File: config.mk
export PLATFORM = sky130hd
export DESIGN_NAME = ccd_exec
export DESIGN_NICKNAME = d
export VERILOG_FILES = /design/src/hdl/ccd_pkg.sv /design/src/hdl/ccd_exec.sv
export SDC_FILE = /design/constraint.sdc
export NUM_CORES = 1
export LEC_CHECK = 0
export BUFFER_PORTS_ARGS = -buffer_cell sky130_fd_sc_hd__buf_4
export CAP_MARGIN = 20
export CORE_UTILIZATION = 55
export CTS_CLUSTER_SIZE = 8
export DETAILED_ROUTE_END_ITERATION = 8
export PLACE_DENSITY = 0.92
export SLEW_MARGIN = 20
export SYNTH_ARGS = -nofsm -noshare
export SYNTH_HDL_FRONTEND = slang
export SYNTH_SLANG_ARGS = --single-unit
File: constraint.sdc
create_clock -name aclk -period 5.25 [get_ports aclk]
set_clock_uncertainty 0.2 [all_clocks]
set_input_delay 1.05 -clock aclk [delete_from_list [all_inputs] [get_ports aclk]]
set_output_delay 1.05 -clock aclk [all_outputs]
set_load 0.01 [all_outputs]
File: src/hdl/ccd_pkg.sv
// Shared constants and types of the execution unit
package ccd_pkg;

   // Datapath widths
   localparam int DATA_W  = 8;
   localparam int FADDR_W = 7;
   localparam int IMM_W   = 11;
   localparam int PC_W    = 13;
   localparam int PAGE_W  = 5;
   localparam int AXI_AW  = 8;
   localparam int AXI_DW  = 32;

   // Page latch bits feeding upper PC bits on a call
   localparam int PAGE_HI = 4;
   localparam int PAGE_LO = 3;

   // Register byte offsets
   localparam logic [AXI_AW-1:0] ADDR_ACCUM  = 8'h00;
   localparam logic [AXI_AW-1:0] ADDR_PAGE   = 8'h04;
   localparam logic [AXI_AW-1:0] ADDR_STATUS = 8'h08;
   localparam logic [AXI_AW-1:0] ADDR_PC     = 8'h0C;
   localparam logic [AXI_AW-1:0] ADDR_STACK  = 8'h10;

   // Status register field positions
   localparam int ZERO_BIT = 0;
   localparam int PD_BIT   = 1;
   localparam int TO_BIT   = 2;

   // Values after reset
   localparam logic [DATA_W-1:0] ACCUM_RST = 8'h00;
   localparam logic [PAGE_W-1:0] PAGE_RST  = 5'h00;
   localparam logic [PC_W-1:0]   PC_RST    = 13'h0000;
   localparam logic              ZERO_RST  = 1'h0;
   localparam logic              FLAG_RST  = 1'h1;

   // Constant operand values
   localparam logic [DATA_W-1:0] DATA_ZERO = 8'h00;
   localparam logic [DATA_W-1:0] DATA_ONE  = 8'h01;
   localparam logic [PC_W-1:0]   PC_ONE    = 13'h0001;

   // AXI response codes
   localparam logic [1:0] RESP_OKAY   = 2'h0;
   localparam logic [1:0] RESP_SLVERR = 2'h2;

   // Operation selected by the fetch path
   typedef enum logic [2:0] {
      OP_NONE,
      OP_WDT_CLR,
      OP_CALL,
      OP_FINV,
      OP_FZERO,
      OP_AZERO,
      OP_FDEC,
      OP_DECSKIP
   } ccd_op_t;

   // Execution sequence
   typedef enum logic [1:0] {
      ST_IDLE,
      ST_EXEC,
      ST_SECOND
   } ccd_state_t;

endpackage

File: src/hdl/ccd_exec.sv
// Execution unit for watchdog clear, call, complement, clear and decrement operations
//
// Added by the designer: the address map and the AXI4-Lite slave port.
`timescale 1ns/1ns
`default_nettype none

// Overview of operation
// RULE1 - Watchdog clear resets its counter and prescaler.
// RULE2 - Watchdog clear sets timeout and powerdown flags only.
// RULE3 - Call pushes program counter plus one onto the stack.
// RULE4 - Call loads immediate into PC[10:0], page bits 4:3 into PC[12:11].
// RULE5 - Call takes an 11-bit immediate, two cycles, no flags.
// RULE6 - Destination zero writes working register, one writes file.
// RULE7 - File address is seven bits; destination is one bit.
// RULE8 - Complement inverts the file value and updates zero flag.
// RULE9 - File clear writes zero and sets zero flag.
// RULE10 - Working register clear writes zero and sets zero flag.
// RULE11 - Decrement subtracts one and updates zero flag.
// RULE12 - Decrement-skip leaves flags; zero result discards next instruction.
// RULE13 - Zero flag set when complement or decrement result is zero.
module ccd_exec
   import ccd_pkg::*;
(
   input  wire logic               aclk,          // Instruction clock
   input  wire logic               aresetn,       // Sync reset, active low
   input  wire logic               ce,            // Low freezes all state
   // Instruction from the fetch path
   input  wire logic               instr_valid,   // Offered
   output logic                    instr_ready,   // Taken with valid
   input  wire ccd_op_t            instr_op,      // Operation
   input  wire logic [FADDR_W-1:0] instr_faddr,   // File address
   input  wire logic               instr_dest,    // Destination
   input  wire logic [IMM_W-1:0]   instr_imm,     // Call target
   // File register port
   output logic [FADDR_W-1:0]      file_addr,     // Address
   input  wire logic [DATA_W-1:0]  file_rd_data,  // Read data
   output logic                    file_we,       // Write pulse
   output logic [DATA_W-1:0]       file_wdata,    // Write data
   // Watchdog and stack
   output logic                    wdt_clear,     // Clears watchdog
   output logic                    stack_push,    // Push pulse
   output logic [PC_W-1:0]         stack_top,     // Return address
   output logic [PC_W-1:0]         pc,            // Program counter
   output logic                    zero_flag,     // Zero flag
   // AXI4-Lite slave
   input  wire logic [AXI_AW-1:0]  s_axi_awaddr,  // Write address
   input  wire logic               s_axi_awvalid, // Write address valid
   output logic                    s_axi_awready, // Write address ready
   input  wire logic [AXI_DW-1:0]  s_axi_wdata,   // Write data
   input  wire logic [3:0]         s_axi_wstrb,   // Write strobes
   input  wire logic               s_axi_wvalid,  // Write data valid
   output logic                    s_axi_wready,  // Write data ready
   output logic [1:0]              s_axi_bresp,   // Write response
   output logic                    s_axi_bvalid,  // Write response valid
   input  wire logic               s_axi_bready,  // Write response ready
   input  wire logic [AXI_AW-1:0]  s_axi_araddr,  // Read address
   input  wire logic               s_axi_arvalid, // Read address valid
   output logic                    s_axi_arready, // Read address ready
   output logic [AXI_DW-1:0]       s_axi_rdata,   // Read data
   output logic [1:0]              s_axi_rresp,   // Read response
   output logic                    s_axi_rvalid,  // Read data valid
   input  wire logic               s_axi_rready   // Read data ready
);

   // Decrement by one, wrapping at zero
   function automatic logic [DATA_W-1:0] ccd_dec8(input logic [DATA_W-1:0] v);
      ccd_dec8 = v - DATA_ONE;
   endfunction

   // Zero test
   function automatic logic ccd_is_zero(input logic [DATA_W-1:0] v);
      ccd_is_zero = (v == DATA_ZERO);
   endfunction

   // Word address match
   function automatic logic ccd_hit(input logic [AXI_AW-1:0] a, input logic [AXI_AW-1:0] o);
      ccd_hit = (a[AXI_AW-1:2] == o[AXI_AW-1:2]);
   endfunction

   ccd_state_t         state_reg;
   ccd_state_t         state_next;
   ccd_op_t            op_reg;
   logic               dest_reg;
   logic [IMM_W-1:0]   imm_reg;
   logic               instr_ready_reg;
   logic               skip_pending_reg;
   logic [FADDR_W-1:0] file_addr_reg;
   logic               file_we_reg;
   logic [DATA_W-1:0]  file_wdata_reg;
   logic               wdt_clear_reg;
   logic               stack_push_reg;
   logic [PC_W-1:0]    stack_top_reg;
   logic [PC_W-1:0]    pc_reg;
   logic [DATA_W-1:0]  accum_reg;
   logic [PAGE_W-1:0]  page_reg;
   logic               zero_reg;
   logic               to_n_reg;
   logic               pd_n_reg;
   logic               accept;
   logic               exec;
   logic [DATA_W-1:0]  result;
   logic               to_file;
   logic               to_accum;
   logic               zero_touch;
   logic               zero_val;
   // Bus slave state
   logic               awready_reg;
   logic               wready_reg;
   logic               aw_held_reg;
   logic               w_held_reg;
   logic [AXI_AW-1:0]  awaddr_reg;
   logic [DATA_W-1:0]  wdata_reg;
   logic               wlane_reg;
   logic               bvalid_reg;
   logic [1:0]         bresp_reg;
   logic               arready_reg;
   logic               rvalid_reg;
   logic [AXI_DW-1:0]  rdata_reg;
   logic [1:0]         rresp_reg;
   logic               bus_wr;
   logic               bus_wr_ok;
   logic [AXI_DW-1:0]  rd_word;
   logic               rd_ok;

   // Handshake qualifiers
   assign accept = instr_valid && instr_ready_reg;
   assign exec   = (state_reg == ST_EXEC);

   // Sequence with an extra slot for a call
   always_comb
   begin
      state_next = state_reg;
      unique case (state_reg)
         ST_IDLE:
         begin
            if (accept)
               state_next = ST_EXEC;
         end
         ST_EXEC:
         begin
            if (op_reg == OP_CALL)
               state_next = ST_SECOND;   // Call second slot [RULE5]
            else
               state_next = ST_IDLE;
         end
         ST_SECOND:
            state_next = ST_IDLE;
         default:
            state_next = ST_IDLE;
      endcase
   end

   // State and ready, registered for clean levels
   always_ff @(posedge aclk)
   begin
      if (!aresetn)
      begin
         state_reg       <= ST_IDLE;
         instr_ready_reg <= 1'b0;
      end
      else if (ce)
      begin
         state_reg       <= state_next;
         instr_ready_reg <= (state_next == ST_IDLE);
      end
   end

   // Operands on accept; a pending skip makes a no-op
   always_ff @(posedge aclk)
   begin
      if (!aresetn)
      begin
         op_reg        <= OP_NONE;
         dest_reg      <= 1'b0;
         imm_reg       <= '0;
         file_addr_reg <= '0;
      end
      else if (ce && accept)
      begin
         op_reg        <= skip_pending_reg ? OP_NONE : instr_op;   // [RULE12]
         dest_reg      <= instr_dest;                              // [RULE7]
         imm_reg       <= instr_imm;                               // [RULE5]
         file_addr_reg <= instr_faddr;                             // [RULE7]
      end
   end

   // Result and destination per operation
   always_comb
   begin
      result     = DATA_ZERO;
      to_file    = 1'b0;
      to_accum   = 1'b0;
      zero_touch = 1'b0;
      zero_val   = 1'b0;
      unique case (op_reg)
         OP_NONE, OP_WDT_CLR, OP_CALL:
            result = DATA_ZERO;   // No data result, zero flag left alone [RULE5]
         OP_FINV:
         begin
            result     = ~file_rd_data;         // [RULE8]
            to_file    = dest_reg;              // [RULE6]
            to_accum   = !dest_reg;             // [RULE6]
            zero_touch = 1'b1;
            zero_val   = ccd_is_zero(result);   // [RULE13]
         end
         OP_FZERO:
         begin
            result     = DATA_ZERO;   // [RULE9]
            to_file    = 1'b1;
            zero_touch = 1'b1;
            zero_val   = 1'b1;        // [RULE9]
         end
         OP_AZERO:
         begin
            result     = DATA_ZERO;   // Operand fields are ignored [RULE10]
            to_accum   = 1'b1;
            zero_touch = 1'b1;
            zero_val   = 1'b1;        // [RULE10]
         end
         OP_FDEC:
         begin
            result     = ccd_dec8(file_rd_data);   // [RULE11]
            to_file    = dest_reg;                 // [RULE6]
            to_accum   = !dest_reg;                // [RULE6]
            zero_touch = 1'b1;
            zero_val   = ccd_is_zero(result);      // [RULE13]
         end
         OP_DECSKIP:
         begin
            result   = ccd_dec8(file_rd_data);   // No status change [RULE12]
            to_file  = dest_reg;                 // [RULE6]
            to_accum = !dest_reg;                // [RULE6]
         end
      endcase
   end

   // File write strobe and data
   always_ff @(posedge aclk)
   begin
      if (!aresetn)
      begin
         file_we_reg    <= 1'b0;
         file_wdata_reg <= DATA_ZERO;
      end
      else if (ce)
      begin
         file_we_reg <= exec && to_file;   // [RULE6]
         if (exec && to_file)
            file_wdata_reg <= result;
      end
   end

   // Skip: next accepted instruction is a no-op
   always_ff @(posedge aclk)
   begin
      if (!aresetn)
         skip_pending_reg <= 1'b0;
      else if (ce)
      begin
         if (exec && op_reg == OP_DECSKIP && ccd_is_zero(result))
            skip_pending_reg <= 1'b1;   // [RULE12]
         else if (accept)
            skip_pending_reg <= 1'b0;
      end
   end

   // Program counter and return address push
   always_ff @(posedge aclk)
   begin
      if (!aresetn)
      begin
         pc_reg         <= PC_RST;
         stack_top_reg  <= PC_RST;
         stack_push_reg <= 1'b0;
      end
      else if (ce)
      begin
         stack_push_reg <= exec && (op_reg == OP_CALL);   // [RULE3]
         if (exec && op_reg == OP_CALL)
         begin
            stack_top_reg <= pc_reg + PC_ONE;                               // [RULE3]
            pc_reg        <= {page_reg[PAGE_HI:PAGE_LO], imm_reg};          // [RULE4]
         end
         else if (exec)
            pc_reg <= pc_reg + PC_ONE;
      end
   end

   // Watchdog clear strobe
   always_ff @(posedge aclk)
   begin
      if (!aresetn)
         wdt_clear_reg <= 1'b0;
      else if (ce)
         wdt_clear_reg <= exec && (op_reg == OP_WDT_CLR);   // [RULE1]
   end

   // Working register: execution wins over a bus write in the same cycle
   always_ff @(posedge aclk)
   begin
      if (!aresetn)
         accum_reg <= ACCUM_RST;
      else if (ce)
      begin
         if (exec && to_accum)
            accum_reg <= result;   // [RULE6]
         else if (bus_wr_ok && ccd_hit(awaddr_reg, ADDR_ACCUM))
            accum_reg <= wdata_reg;
      end
   end

   // Page latch, software only; steers call target
   always_ff @(posedge aclk)
   begin
      if (!aresetn)
         page_reg <= PAGE_RST;
      else if (ce && bus_wr_ok && ccd_hit(awaddr_reg, ADDR_PAGE))
         page_reg <= wdata_reg[PAGE_W-1:0];
   end

   // Status flags: hardware beats software
   always_ff @(posedge aclk)
   begin
      if (!aresetn)
      begin
         zero_reg <= ZERO_RST;
         to_n_reg <= FLAG_RST;
         pd_n_reg <= FLAG_RST;
      end
      else if (ce)
      begin
         if (exec && zero_touch)
            zero_reg <= zero_val;   // [RULE8] [RULE11]
         else if (bus_wr_ok && ccd_hit(awaddr_reg, ADDR_STATUS))
            zero_reg <= wdata_reg[ZERO_BIT];
         if (exec && op_reg == OP_WDT_CLR)
         begin
            to_n_reg <= 1'b1;   // [RULE2]
            pd_n_reg <= 1'b1;   // [RULE2]
         end
         else if (bus_wr_ok && ccd_hit(awaddr_reg, ADDR_STATUS))
         begin
            to_n_reg <= wdata_reg[TO_BIT];
            pd_n_reg <= wdata_reg[PD_BIT];
         end
      end
   end

   // Bus write: either order, one at a time
   assign bus_wr    = aw_held_reg && w_held_reg && !bvalid_reg;
   assign bus_wr_ok = bus_wr && wlane_reg;

   // Write address; ready pulses once after valid
   always_ff @(posedge aclk)
   begin
      if (!aresetn)
      begin
         awready_reg <= 1'b0;
         aw_held_reg <= 1'b0;
         awaddr_reg  <= '0;
      end
      else if (ce)
      begin
         awready_reg <= s_axi_awvalid && !awready_reg && !aw_held_reg;
         if (s_axi_awvalid && awready_reg)
         begin
            aw_held_reg <= 1'b1;
            awaddr_reg  <= s_axi_awaddr;
         end
         else if (bus_wr)
            aw_held_reg <= 1'b0;
      end
   end

   // Write data channel; only byte lane 0 carries register bits
   always_ff @(posedge aclk)
   begin
      if (!aresetn)
      begin
         wready_reg <= 1'b0;
         w_held_reg <= 1'b0;
         wdata_reg  <= DATA_ZERO;
         wlane_reg  <= 1'b0;
      end
      else if (ce)
      begin
         wready_reg <= s_axi_wvalid && !wready_reg && !w_held_reg;
         if (s_axi_wvalid && wready_reg)
         begin
            w_held_reg <= 1'b1;
            wdata_reg  <= s_axi_wdata[DATA_W-1:0];
            wlane_reg  <= s_axi_wstrb[0];
         end
         else if (bus_wr)
            w_held_reg <= 1'b0;
      end
   end

   // Write response; unmapped gives SLVERR, read-only ignored
   always_ff @(posedge aclk)
   begin
      if (!aresetn)
      begin
         bvalid_reg <= 1'b0;
         bresp_reg  <= RESP_OKAY;
      end
      else if (ce)
      begin
         if (bus_wr)
         begin
            bvalid_reg <= 1'b1;
            if (ccd_hit(awaddr_reg, ADDR_ACCUM) || ccd_hit(awaddr_reg, ADDR_PAGE) ||
                ccd_hit(awaddr_reg, ADDR_STATUS) || ccd_hit(awaddr_reg, ADDR_PC) ||
                ccd_hit(awaddr_reg, ADDR_STACK))
               bresp_reg <= RESP_OKAY;
            else
               bresp_reg <= RESP_SLVERR;
         end
         else if (s_axi_bready)
            bvalid_reg <= 1'b0;
      end
   end

   // Read mux; unused upper bits read as zero
   always_comb
   begin
      rd_word = '0;
      rd_ok   = 1'b1;
      if (ccd_hit(s_axi_araddr, ADDR_ACCUM))
         rd_word[DATA_W-1:0] = accum_reg;
      else if (ccd_hit(s_axi_araddr, ADDR_PAGE))
         rd_word[PAGE_W-1:0] = page_reg;
      else if (ccd_hit(s_axi_araddr, ADDR_STATUS))
      begin
         rd_word[ZERO_BIT] = zero_reg;
         rd_word[PD_BIT]   = pd_n_reg;
         rd_word[TO_BIT]   = to_n_reg;
      end
      else if (ccd_hit(s_axi_araddr, ADDR_PC))
         rd_word[PC_W-1:0] = pc_reg;
      else if (ccd_hit(s_axi_araddr, ADDR_STACK))
         rd_word[PC_W-1:0] = stack_top_reg;
      else
         rd_ok = 1'b0;
   end

   // Read channel, data taken at address handshake
   always_ff @(posedge aclk)
   begin
      if (!aresetn)
      begin
         arready_reg <= 1'b0;
         rvalid_reg  <= 1'b0;
         rdata_reg   <= '0;
         rresp_reg   <= RESP_OKAY;
      end
      else if (ce)
      begin
         arready_reg <= s_axi_arvalid && !arready_reg && !rvalid_reg;
         if (s_axi_arvalid && arready_reg)
         begin
            rvalid_reg <= 1'b1;
            rdata_reg  <= rd_word;
            rresp_reg  <= rd_ok ? RESP_OKAY : RESP_SLVERR;
         end
         else if (s_axi_rready)
            rvalid_reg <= 1'b0;
      end
   end

   // Outputs straight from flip-flops
   assign instr_ready   = instr_ready_reg;
   assign file_addr     = file_addr_reg;
   assign file_we       = file_we_reg;
   assign file_wdata    = file_wdata_reg;
   assign wdt_clear     = wdt_clear_reg;
   assign stack_push    = stack_push_reg;
   assign stack_top     = stack_top_reg;
   assign pc            = pc_reg;
   assign zero_flag     = zero_reg;
   assign s_axi_awready = awready_reg;
   assign s_axi_wready  = wready_reg;
   assign s_axi_bvalid  = bvalid_reg;
   assign s_axi_bresp   = bresp_reg;
   assign s_axi_arready = arready_reg;
   assign s_axi_rvalid  = rvalid_reg;
   assign s_axi_rdata   = rdata_reg;
   assign s_axi_rresp   = rresp_reg;

endmodule

`default_nettype wire

Word level (Yosys, flattened, before mapping)
Index checks and enable logic that the tools add are counted.

Register bits: 120. Input port bits: 91. Output and inout bits: 87.

Add/sub/neg operators: 2. Reduce and logical (&&, ||, !) cells: 74. Bitwise logic cells: 1. Muxes and demuxes: 43. Equality and inequality tests: 16.

Operators by type and width (number): 13-bit 2-to-1 mux (4); 8-bit 2-to-1 mux (4); 2-bit AND reduction (15); 1-bit logical AND (25); 6-bit by 2-bit equality test with 1-bit output (second input constant) (4); 8-bit logical NOT (3); 8-bit one-hot mux with 3 select lines (1); 1-bit 2-to-1 mux (21); 2-bit nonzero test (9); 13-bit by 1-bit adder with 13-bit output (second input constant) (1); 3-bit equality test (second input constant) (4); 6-bit by 1-bit equality test with 1-bit output (second input constant) (2); 6-bit by 3-bit equality test with 1-bit output (second input constant) (2); 6-bit logical NOT (2); 10-bit 2-to-1 mux (1); 5-bit 2-to-1 mux (2); 1-bit logical NOT (8); 2-bit 2-to-1 mux (4); 8-bit inverter (1); 8-bit by 1-bit subtractor with 8-bit output (second input constant) (1); 3-bit by 2-bit equality test with 1-bit output (second input constant) (2); 3-bit 2-to-1 mux (2); 5-bit OR reduction (1); 2-bit logical NOT (2); 10 further kinds (15).

Logic depth before layout (Yosys ltp)
Gate-level depths: netlist of run 1.

Word-level depth: 7. Depth in mapped cells: 8. Mapped depth without buffers: 7.

Least setup slack after synthesis of run 1
No wires, ideal clock.

Path kind: input-to-reg. Start: in file_rd_data[4]. End: reg accum_reg[6]. Stages on the path: 6. Library setup time: 122 ps. Path slack: 2662 ps. Data arrival time: 2266 ps. Buffers on the path: 1. Cells stage by stage: clkbuf_1 > or2_2 > o311ai_0 > o21a_1 > nor3_1 > a221o_1.

Longest elaborated chain between the ends: 3.

RTL lines: start: declaration (line ccd_exec.sv:36) `input wire logic [DATA_W-1:0] file_rd_data,`; 8-bit by 1-bit subtractor with 8-bit output (line ccd_exec.sv:67) `ccd_dec8 = v - DATA_ONE;`; 8-bit one-hot mux with 3 select lines (line ccd_exec.sv:195) `unique case (op_reg)`; 8-bit 2-to-1 mux (line ccd_exec.sv:305) `if (exec && to_accum)`; end signal: assignment (line ccd_exec.sv:306) `accum_reg <= result;`; end signal: assignment (line ccd_exec.sv:308) `accum_reg <= wdata_reg;`; end: declaration (line ccd_exec.sv:94) `logic [DATA_W-1:0] accum_reg;`.

Every way passes these cells. A chain may end at the register's enable or synchronous reset.

Final worst setup path of run 1
Start: in ce. End: reg file_wdata_reg[5], in the netlist file_wdata[5].

Longest elaborated chain between the ends: 1.

RTL lines: start: declaration (line ccd_exec.sv:26) `input wire logic ce,`; 2-bit AND reduction (no line); end signal: assignment (line ccd_exec.sv:249) `file_wdata_reg <= result;`; end: declaration (line ccd_exec.sv:89) `logic [DATA_W-1:0] file_wdata_reg;`.

Every way passes these cells.

==> run metrics, run 1 <==
status finished clean; period utilization about 55%; dpl hpwl 10900 um; drt first pass iters 5; PwrDens 312 mW/mm^2; nets 887; Crit. End Element register; sequential power share 40.6%; switching share of power 23.0%; die height 104 um; largest fanout on the critical path 19; fin cells 938; clk buf depth 2; Async SR Flop Fraction 0%; # DRC 0; starting density of the core 57.6%; share of layout cells above drive strength 1 between 20% and 30%; Primary FF master, synth dfxtp_1; min Tclk post-route 2870 ps; Yosys cell types 66; #FFs+latches synth around 120; Starting DRT DRC Count 629; full die area 0.0108 sq mm; Lkg Pwr 2.86 nW; total track usage about 31%; # hold bufs at CTS 0; Clk pin slew, worst setup/hold paths 60 ps; I/O pin cnt 178; worst rel slew slack 35.3%; Total Power 2.22 mW; CTS resizes 0; CTS HTree Levels 4; clock sinks 116; post-synthesis cell area 0.00571 sq mm; largest net degree at the start of global routing 43; Psw 511 uW; Die W between 100 and 150 um; final count of pins violating max slew 0; Worst Setup Start Kind primary input; vias 5765; Routed Antenna Nets 0; RSZ-0062 raised after global routing false; # diodes 0; Final Hold Fails 0; routability cong. 0.888; Worst Hold Class reg2reg; most frequent cells in the layout buf_4, dfxtp_1, nand2_1, nor2_1, a21oi_1; Worst Path Required 5480 ps; initial antenna violation count 0; VDD IR max 0.000220 V; Synth Instances 693; port buffer count around 130; Post-synth EDFFs 0; vias per cell 6.15; syn avg cell area 8.24 sq um; first-pass GRT wire length between 20000 and 30000 um; critical path arrival just over 3000 ps; Site Rows 36; Post-CTS Setup Inserts 0; Final setup viols 0; Clock power frac 53.0%; register area share after synthesis 40.7%; CTS tree yes; core area approximately 0.01 sq mm; most common cell after layout, fill and taps aside buf_4; final worst setup slack 2380 ps; Worst Tran Pin Value 966 ps; fmax 348 MHz; gr ovfl total 0; clk root buf clkbuf_8; max cap viols 0; WS Path Type in2reg; Num CTS Buffers 17; setup_tns 0 ps; Gate power share 6.3%; Synthesis Warnings 0; total routed wirelength ~17000 um; vias in the first global route 5273; internal power consumption 1.71 mW; Setup WS pre-CTS about 2000 ps; Area growth, synth to finish 24.8%; clk_lat worst skew around 520 ps; Post-Place Cells 906; wire per inst ~18 um
## layer usage
metal / share of wire, % / vias to the layer above / GRT usage [%]
li1: - / 2622 / -
met1: 40 / 2709 / 37.8
met2: 49 / 380 / 51.7
met3: 9.0 / 54 / 6.89
met4: 2.6 / 0 / 12.3
met5: 0 / - / 0
## metrics by stage
| stage | instance area (sq um) | util [%] | hold slack [ps] |
|---|---|---|---|
| 2_1_floorplan | 5780 | - | 232 |
| 4_1_cts | 7130 | 71.9 | 255 |
| 3_5_place_dp | 6520 | 65.8 | 248 |
| 5_1_grt | 7130 | 71.9 | 275 |
| 6_report | 7130 | 71.9 | 254 |
| 3_3_place_gp | 6520 | 65.8 | 240 |
## worst paths after layout
path,endpoint,cells past startpoint,start,slack [ps]
setup reg to reg,accum_reg[6],5,op_reg[2],2440
setup / recovery,file_wdata[5],5,ce,2380
hold / removal,wdata_reg[6],2,wdata_reg[6],250
hold reg to reg,wdata_reg[6],2,wdata_reg[6],250
## cells by family (layout without fill, tap and decap cells)
| logic type | after synthesis | in the layout | share of synthesized area (%) |
|---|---|---|---|
| compound gates | 165 | 165 | 18.9 |
| xor+xnor | 13 | 13 | 1.99 |
| fa+ha+maj | 4 | 4 | 0.877 |
| buf+inv | 75 | 167 | 7.43 |
| flops | 116 | 116 | 40.7 |
| mux | 31 | 31 | 5.65 |
| other cells | 1 | 21 | 0.0657 |
| simple gates | 288 | 288 | 24.4 |
## area by class of cell
class                   count  area, sq um
clock buffers              21          459
fillers                   703         2780
multi-input cells         522         3040
inverters                   7         28.8
clock inverters            11          150
repair buffers            128          961
well taps                 133          166
flip-flops and latches    116         2320
## power groups by stage
stage | registers (mW) | logic (mW) | clock network, mW
floorplan | 0.921 | 0.0855 | 0
global placement | 0.921 | 0.132 | 0
detailed placement | 0.922 | 0.136 | 0
CTS | 0.903 | 0.138 | 1.18
global route | 0.905 | 0.152 | 1.22
finish | 0.904 | 0.140 | 1.18
## synthesized netlist by cell type, types with 8 or more instances
library cell	count	share of area [%]
clkbuf_1	27	1.8
a21o_1	8	1.1
a211oi_1	13	1.7
buf_4	25	3.3
nand2_1	104	6.8
a221oi_1	10	1.5
a21oi_1	67	5.9
nor3_1	24	2.1
dfxtp_1	116	41
mux2i_1	27	4.7
nand3_1	15	1.3
nor2_1	76	5.0
o21ai_0	17	1.5
## critical path: stages
cell,delay [ps]
buf_4,240
nand2_1,480
nor3_2,950
nor2_1,120
a211oi_1,250
Power figures use the tool's default switching activity.
==> run 2, diff against run 1 <==
Settings changed: CORE_UTILIZATION 55 to 47, PLACE_DENSITY 0.92 to 0.84.
Clock period 5.25 ns to 2.45 ns, I/O delays scaled along.
==> run 2 against run 1 <==
Net effect:
- the flow now finishes with violations (DRC)
- register-to-register slack lost 2200 ps
- cell area grew 2.5%
- flip-flop and latch count is the same
- wire length shrank 8.8%
- via count shrank 4.9%
- sequential share of layout area shrank 0.80 points
- count of clock-buffer cells in the layout grew 1
- core utilization shrank 9.0 points
- power grew 110%
==> run metrics, run 2 (same netlist as run 1, synthesis figures left out) <==
full die area 0.0126 sq mm (was 0.0108 sq mm); multi-input logic area 0.00304 sq mm (unchanged); dpl hpwl 10800 um (was 10900 um); met1 usage 32.1% (was 37.8%); clk root buf clkbuf_16 (was clkbuf_8); # hold bufs at CTS 0 (unchanged); clock sinks 116 (unchanged); Final Hold Fails 0 (unchanged); RSZ-0062 raised after global routing false (unchanged); die height 112 um (was 104 um); Buf/Inv on CP 1 (unchanged); core area 0.0116 sq mm (was 0.00991 sq mm); status finished with violations (was finished clean); dpl cell area 0.00671 sq mm (was 0.00652 sq mm); vias 5485 (was 5765); setup_tns 0 ps (unchanged); routability cong. 0.891 (was 0.888); failing checks DRC; hold_sp s_axi_awaddr[7] (was wdata_reg[6]); Max stage delay cell, worst path or4_4 (was nor3_2); CTS HTree Levels 4 (unchanged); port buffer count 125 (unchanged); nets 908 (was 887); worst reg2reg startpoint op_reg[1] (was op_reg[2]); Post-CTS Setup Inserts 0 (unchanged); FF+latch area 0.00232 sq mm (unchanged); most frequent cells in the layout buf_4, dfxtp_1, nand2_1, nor2_1, a21oi_1 (unchanged); Site Rows 39 (was 36); Setup WS pre-CTS 204 ps (was 1950 ps); clk_lat worst skew 410 ps (was 520 ps); CTS tree yes (unchanged); worst rel slew slack 44.4% (was 35.3%); share of layout cells above drive strength 1 23.5% (was 21.7%); Top delay family on crit path simple AND/OR/NAND/NOR gates (unchanged); Final setup viols 0 (unchanged); Routed Antenna Nets 0 (unchanged); Area growth, synth to finish 28.0% (was 24.8%); VDD IR max 0.000475 V (was 0.000220 V); Worst Hold Class in2reg (was reg2reg); WS Path Type reg2reg (was in2reg); Worst Reg2Reg Path Length in Cells 5 (unchanged); Worst Tran Pin Value 831 ps (was 966 ps); drt first pass iters 9 (was 5); worst reg2reg setup slack 220 ps (was 2440 ps); gr ovfl total 0 (unchanged); max cap viols 0 (unchanged); PwrDens 649 mW/mm^2 (was 312 mW/mm^2); final worst setup slack 224 ps (was 2380 ps); Crit. End Element register (unchanged); WHS Path Cells 3 (was 2); Worst Setup Start Kind register (was primary input); most common cell after layout, fill and taps aside buf_4 (unchanged); GR peak layer met2 (unchanged); Die W 112 um (was 104 um); period utilization 90.8%; Fillers 952 (was 703); Starting DRT DRC Count 376 (was 629); largest net degree at the start of global routing 35 (was 43); Final Cell Area 0.00731 sq mm (was 0.00713 sq mm); fmax 449 MHz; Lkg Pwr 2.98 nW (was 2.86 nW); min Tclk post-route 2230 ps; vias in the first global route 4966 (was 5273); # diodes 0 (unchanged); critical path arrival 2320 ps (was 3100 ps); initial antenna violation count 0 (unchanged); Num CTS Buffers 17 (unchanged); Finished Core Util 62.9% (was 71.9%); hold endpoint awaddr_reg[7] (was wdata_reg[6]); met2 usage 38.7% (was 51.7%); largest fanout on the critical path 27 (was 19); Reg-to-Reg End stack_top[1] (was accum_reg[6]); wire per inst 15.7 um (was 17.8 um); total track usage 24.5% (was 30.6%); Worst Path Required 2550 ps (was 5480 ps); first-pass GRT wire length 24200 um (was 26700 um); total routed wirelength 15200 um (was 16700 um); vias per cell 5.66 (was 6.15); final count of pins violating max slew 0 (unchanged); clk buf depth 2 (unchanged); I/O pin cnt 178 (unchanged); met3 usage 6.37% (was 6.89%); slowest stage delay, CP 660 ps (was 950 ps); starting density of the core 49.2% (was 57.6%); CTS resizes 0 (unchanged); Clk pin slew, worst setup/hold paths 50 ps (was 60 ps); # DRC 5 (was 0); crit path cell chain inv_4, or4_4, nor2_8, mux2i_1, nor2_1 (was buf_4, nand2_1, nor3_2, nor2_1, a211oi_1)
## run 2: worst register-to-register path, stage by stage, from the launching register on
cell and delay, ps:
dfxtp_1 520, inv_4 80, or4_4 660, nor2_8 360
mux2i_1 230, nor2_1 50
## run 2: worst max-delay path by stage
| stage | from | end | cells past startpoint |
|---|---|---|---|
| after global placement | file_rd_data[0] | zero_flag | 8 |
| after floorplan | file_rd_data[4] | accum_reg[6] | 6 |
| after CTS | op_reg[1] | stack_top[1] | 5 |
| final | op_reg[1] | stack_top[1] | 5 |
| after global routing | op_reg[1] | stack_top[7] | 5 |
| after detailed placement | ce | pc[5] | 6 |
## run 2: per-layer routing
layer	vias up	wire [um]
met4	0	233
met2	245	7100
met3	25	1190
met1	2541	6710
li1	2674	-
met5	-	0
## run 2: area by class of cell
class                           instances  share of cell area [%]
Multi-Input combinational cell        522                    41.6
Tap cell                              143                    2.45
Sequential cell                       116                    31.8
Timing Repair Buffer                  149                    15.7
Clock buffer                           22                    6.35
Inverter                                7                   0.394
Clock inverter                         10                    1.78
## run 2: through the flow
step / std cells / hold WS (ps) / power, mW
2_1_floorplan: 713 / 232 / 2.16
6_report: 969 / 114 / 4.74
4_1_cts: 969 / 105 / 4.75
5_1_grt: 969 / 123 / 4.88
3_5_place_dp: 937 / 242 / 2.29
3_3_place_gp: 937 / 239 / 2.28
## run 2: power by group
| part | internal, mW | total (mW) | switching, mW |
|---|---|---|---|
| logic | 0.141 | 0.316 | 0.175 |
| clock network | 1.64 | 2.49 | 0.846 |
| registers | 1.91 | 1.94 | 0.0212 |
==> run 3, diff against run 2 <==
Settings changed: CORE_UTILIZATION 47 to 48, CTS_BUF_LIST set to sky130_fd_sc_hd__clkbuf_2 sky130_fd_sc_hd__clkbuf_4 sky130_fd_sc_hd__clkbuf_8, PLACE_DENSITY 0.84 to 0.86, RECOVER_POWER set to 25.
==> run 3 against run 2 <==
Net effect:
- the run still ends with DRC left
- wire length decreased by 3.1%
- first-iteration DRC count decreased by 11%
- power decreased by 16%
- combinational power decreased by 2%
- via count decreased by 1.0%
- global-route usage decreased by 0.40 points
- critical endpoint is now stack_top[4]
- non-clock buffer count decreased by 1
- worst setup slack got worse by 7.2 ps
- sequential share of layout area increased by 1.0 points
- critical path type unchanged
- largest power group is now registers
==> run metrics, run 3 (same netlist as run 1, synthesis figures left out) <==
PwrDens 564 mW/mm^2 (was 649 mW/mm^2); full die area 0.0123 sq mm (was 0.0126 sq mm); vias 5428 (was 5485); worst reg2reg startpoint op_reg[1] (unchanged); Fillers 995 (was 952); max cap viols 0 (unchanged); drt first pass iters 7 (was 9); Final Cell Area 0.00708 sq mm (was 0.00731 sq mm); Worst Tran Pin Value 899 ps (was 831 ps); Final Hold Fails 0 (unchanged); gr ovfl total 0 (unchanged); Worst Hold Class in2reg (unchanged); # diodes 0 (unchanged); # DRC 18 (was 5); wire per inst 15.3 um (was 15.7 um); critical path arrival 2370 ps (was 2320 ps); dpl hpwl 10600 um (was 10800 um); Area growth, synth to finish 23.9% (was 28.0%); final worst setup slack 217 ps (was 224 ps); Num CTS Buffers 17 (unchanged); core area 0.0115 sq mm (was 0.0116 sq mm); multi-input logic area 0.00304 sq mm (unchanged); clk_lat worst skew 430 ps (was 410 ps); Crit. End Element register (unchanged); worst rel slew slack 40.1% (was 44.4%); CTS HTree Levels 4 (unchanged); die height 111 um (was 112 um); hold_sp s_axi_awaddr[7] (unchanged); RSZ-0062 raised after global routing false (unchanged); Finished Core Util 61.4% (was 62.9%); routability cong. 0.932 (was 0.891); slowest stage delay, CP 660 ps (about the same); most frequent cells in the layout buf_4, dfxtp_1, nand2_1, nor2_1, a21oi_1 (unchanged); starting density of the core 49.6% (was 49.2%); CTS resizes 0 (unchanged); Setup WS pre-CTS 220 ps (was 204 ps); I/O pin cnt 178 (unchanged); port buffer count 125 (unchanged); min Tclk post-route 2230 ps (about the same); largest fanout on the critical path 27 (unchanged); Post-Place Cells 936 (was 937); fmax 448 MHz (was 449 MHz); fin cells 968 (was 969); final count of pins violating max slew 0 (unchanged); status finished with violations (unchanged); initial antenna violation count 0 (unchanged); Worst Path Required 2590 ps (was 2550 ps); nets 907 (was 908); Lkg Pwr 2.88 nW (was 2.98 nW); Starting DRT DRC Count 334 (was 376); WS Path Type reg2reg (unchanged); first-pass GRT wire length 23700 um (was 24200 um); vias per cell 5.61 (was 5.66); Routed Antenna Nets 0 (unchanged); clk root buf clkbuf_8 (was clkbuf_16); Die W 111 um (was 112 um); share of layout cells above drive strength 1 23.4% (was 23.5%); Worst Setup Start Kind register (unchanged); most common cell after layout, fill and taps aside buf_4 (unchanged); clock sinks 116 (unchanged); Clk pin slew, worst setup/hold paths 70 ps (was 50 ps); largest net degree at the start of global routing 43 (was 35); vias in the first global route 4937 (was 4966); dpl cell area 0.00669 sq mm (was 0.00671 sq mm); total track usage 24.1% (was 24.5%); # hold bufs at CTS 0 (unchanged); CTS tree yes (unchanged); Post-CTS Setup Inserts 0 (unchanged); setup_tns 0 ps (unchanged); crit path cell chain inv_4, or4_4, nor2_8, nor2_1, a211oi_1 (was inv_4, or4_4, nor2_8, mux2i_1, nor2_1); Max stage delay cell, worst path or4_4 (unchanged); total routed wirelength 14800 um (was 15200 um); Site Rows 39 (unchanged); Final setup viols 0 (unchanged); FF+latch area 0.00232 sq mm (unchanged); failing checks DRC (unchanged); period utilization 91.1% (was 90.8%); clk buf depth 2 (unchanged); VDD IR max 0.000326 V (was 0.000475 V); CP Launch Point op_reg[1] (unchanged)
-- run 3: worst max-delay path: cells and delay by family (launching register included) --
| family | cells | cell delay (ps) |
|---|---|---|
| buffers and inverters | 1 | 80 |
| AOI/OAI and AO/OA | 1 | 230 |
| and+or+nand+nor | 3 | 1110 |
| DFF | 1 | 520 |
-- run 3: worst paths after layout --
path                            slack, ps  cells after the start       endpoint
worst max-delay path                  220                      5   stack_top[4]
worst min-delay path                   90                      3  awaddr_reg[7]
worst max register to register        220                      5   stack_top[4]
worst min register to register        250                      2   file_addr[0]
-- run 3: stage by stage --
step	power (mW)	hold slack (ps)
detailed placement	2.28	248
finish	3.99	90.8
global route	4.13	81.2
CTS	4.01	77.6
floorplan	2.16	232
global placement	2.28	238
-- run 3: area by class of cell --
| type | instances | area share, % |
|---|---|---|
| inverter | 7 | 0.407 |
| timing repair buffer | 148 | 15.7 |
| clock inverter | 10 | 1.49 |
| sequential | 116 | 32.8 |
| multi-input combinational | 522 | 42.9 |
| clock buffer | 22 | 4.10 |
| tap | 143 | 2.53 |
-- run 3: layer usage --
layer	track usage [%]	routed length (um)	vias to the layer above
li1	-	-	2651
met1	30.7	6320	2483
met2	38.2	6790	256
met3	5.58	1230	38
met4	12.2	430	0
met5	0	0	-
-- run 3: power by group --
part	total (mW)	internal [mW]	switching (mW)
registers	1.93	1.91	0.0207
clock network	1.75	0.995	0.756
logic	0.309	0.136	0.173
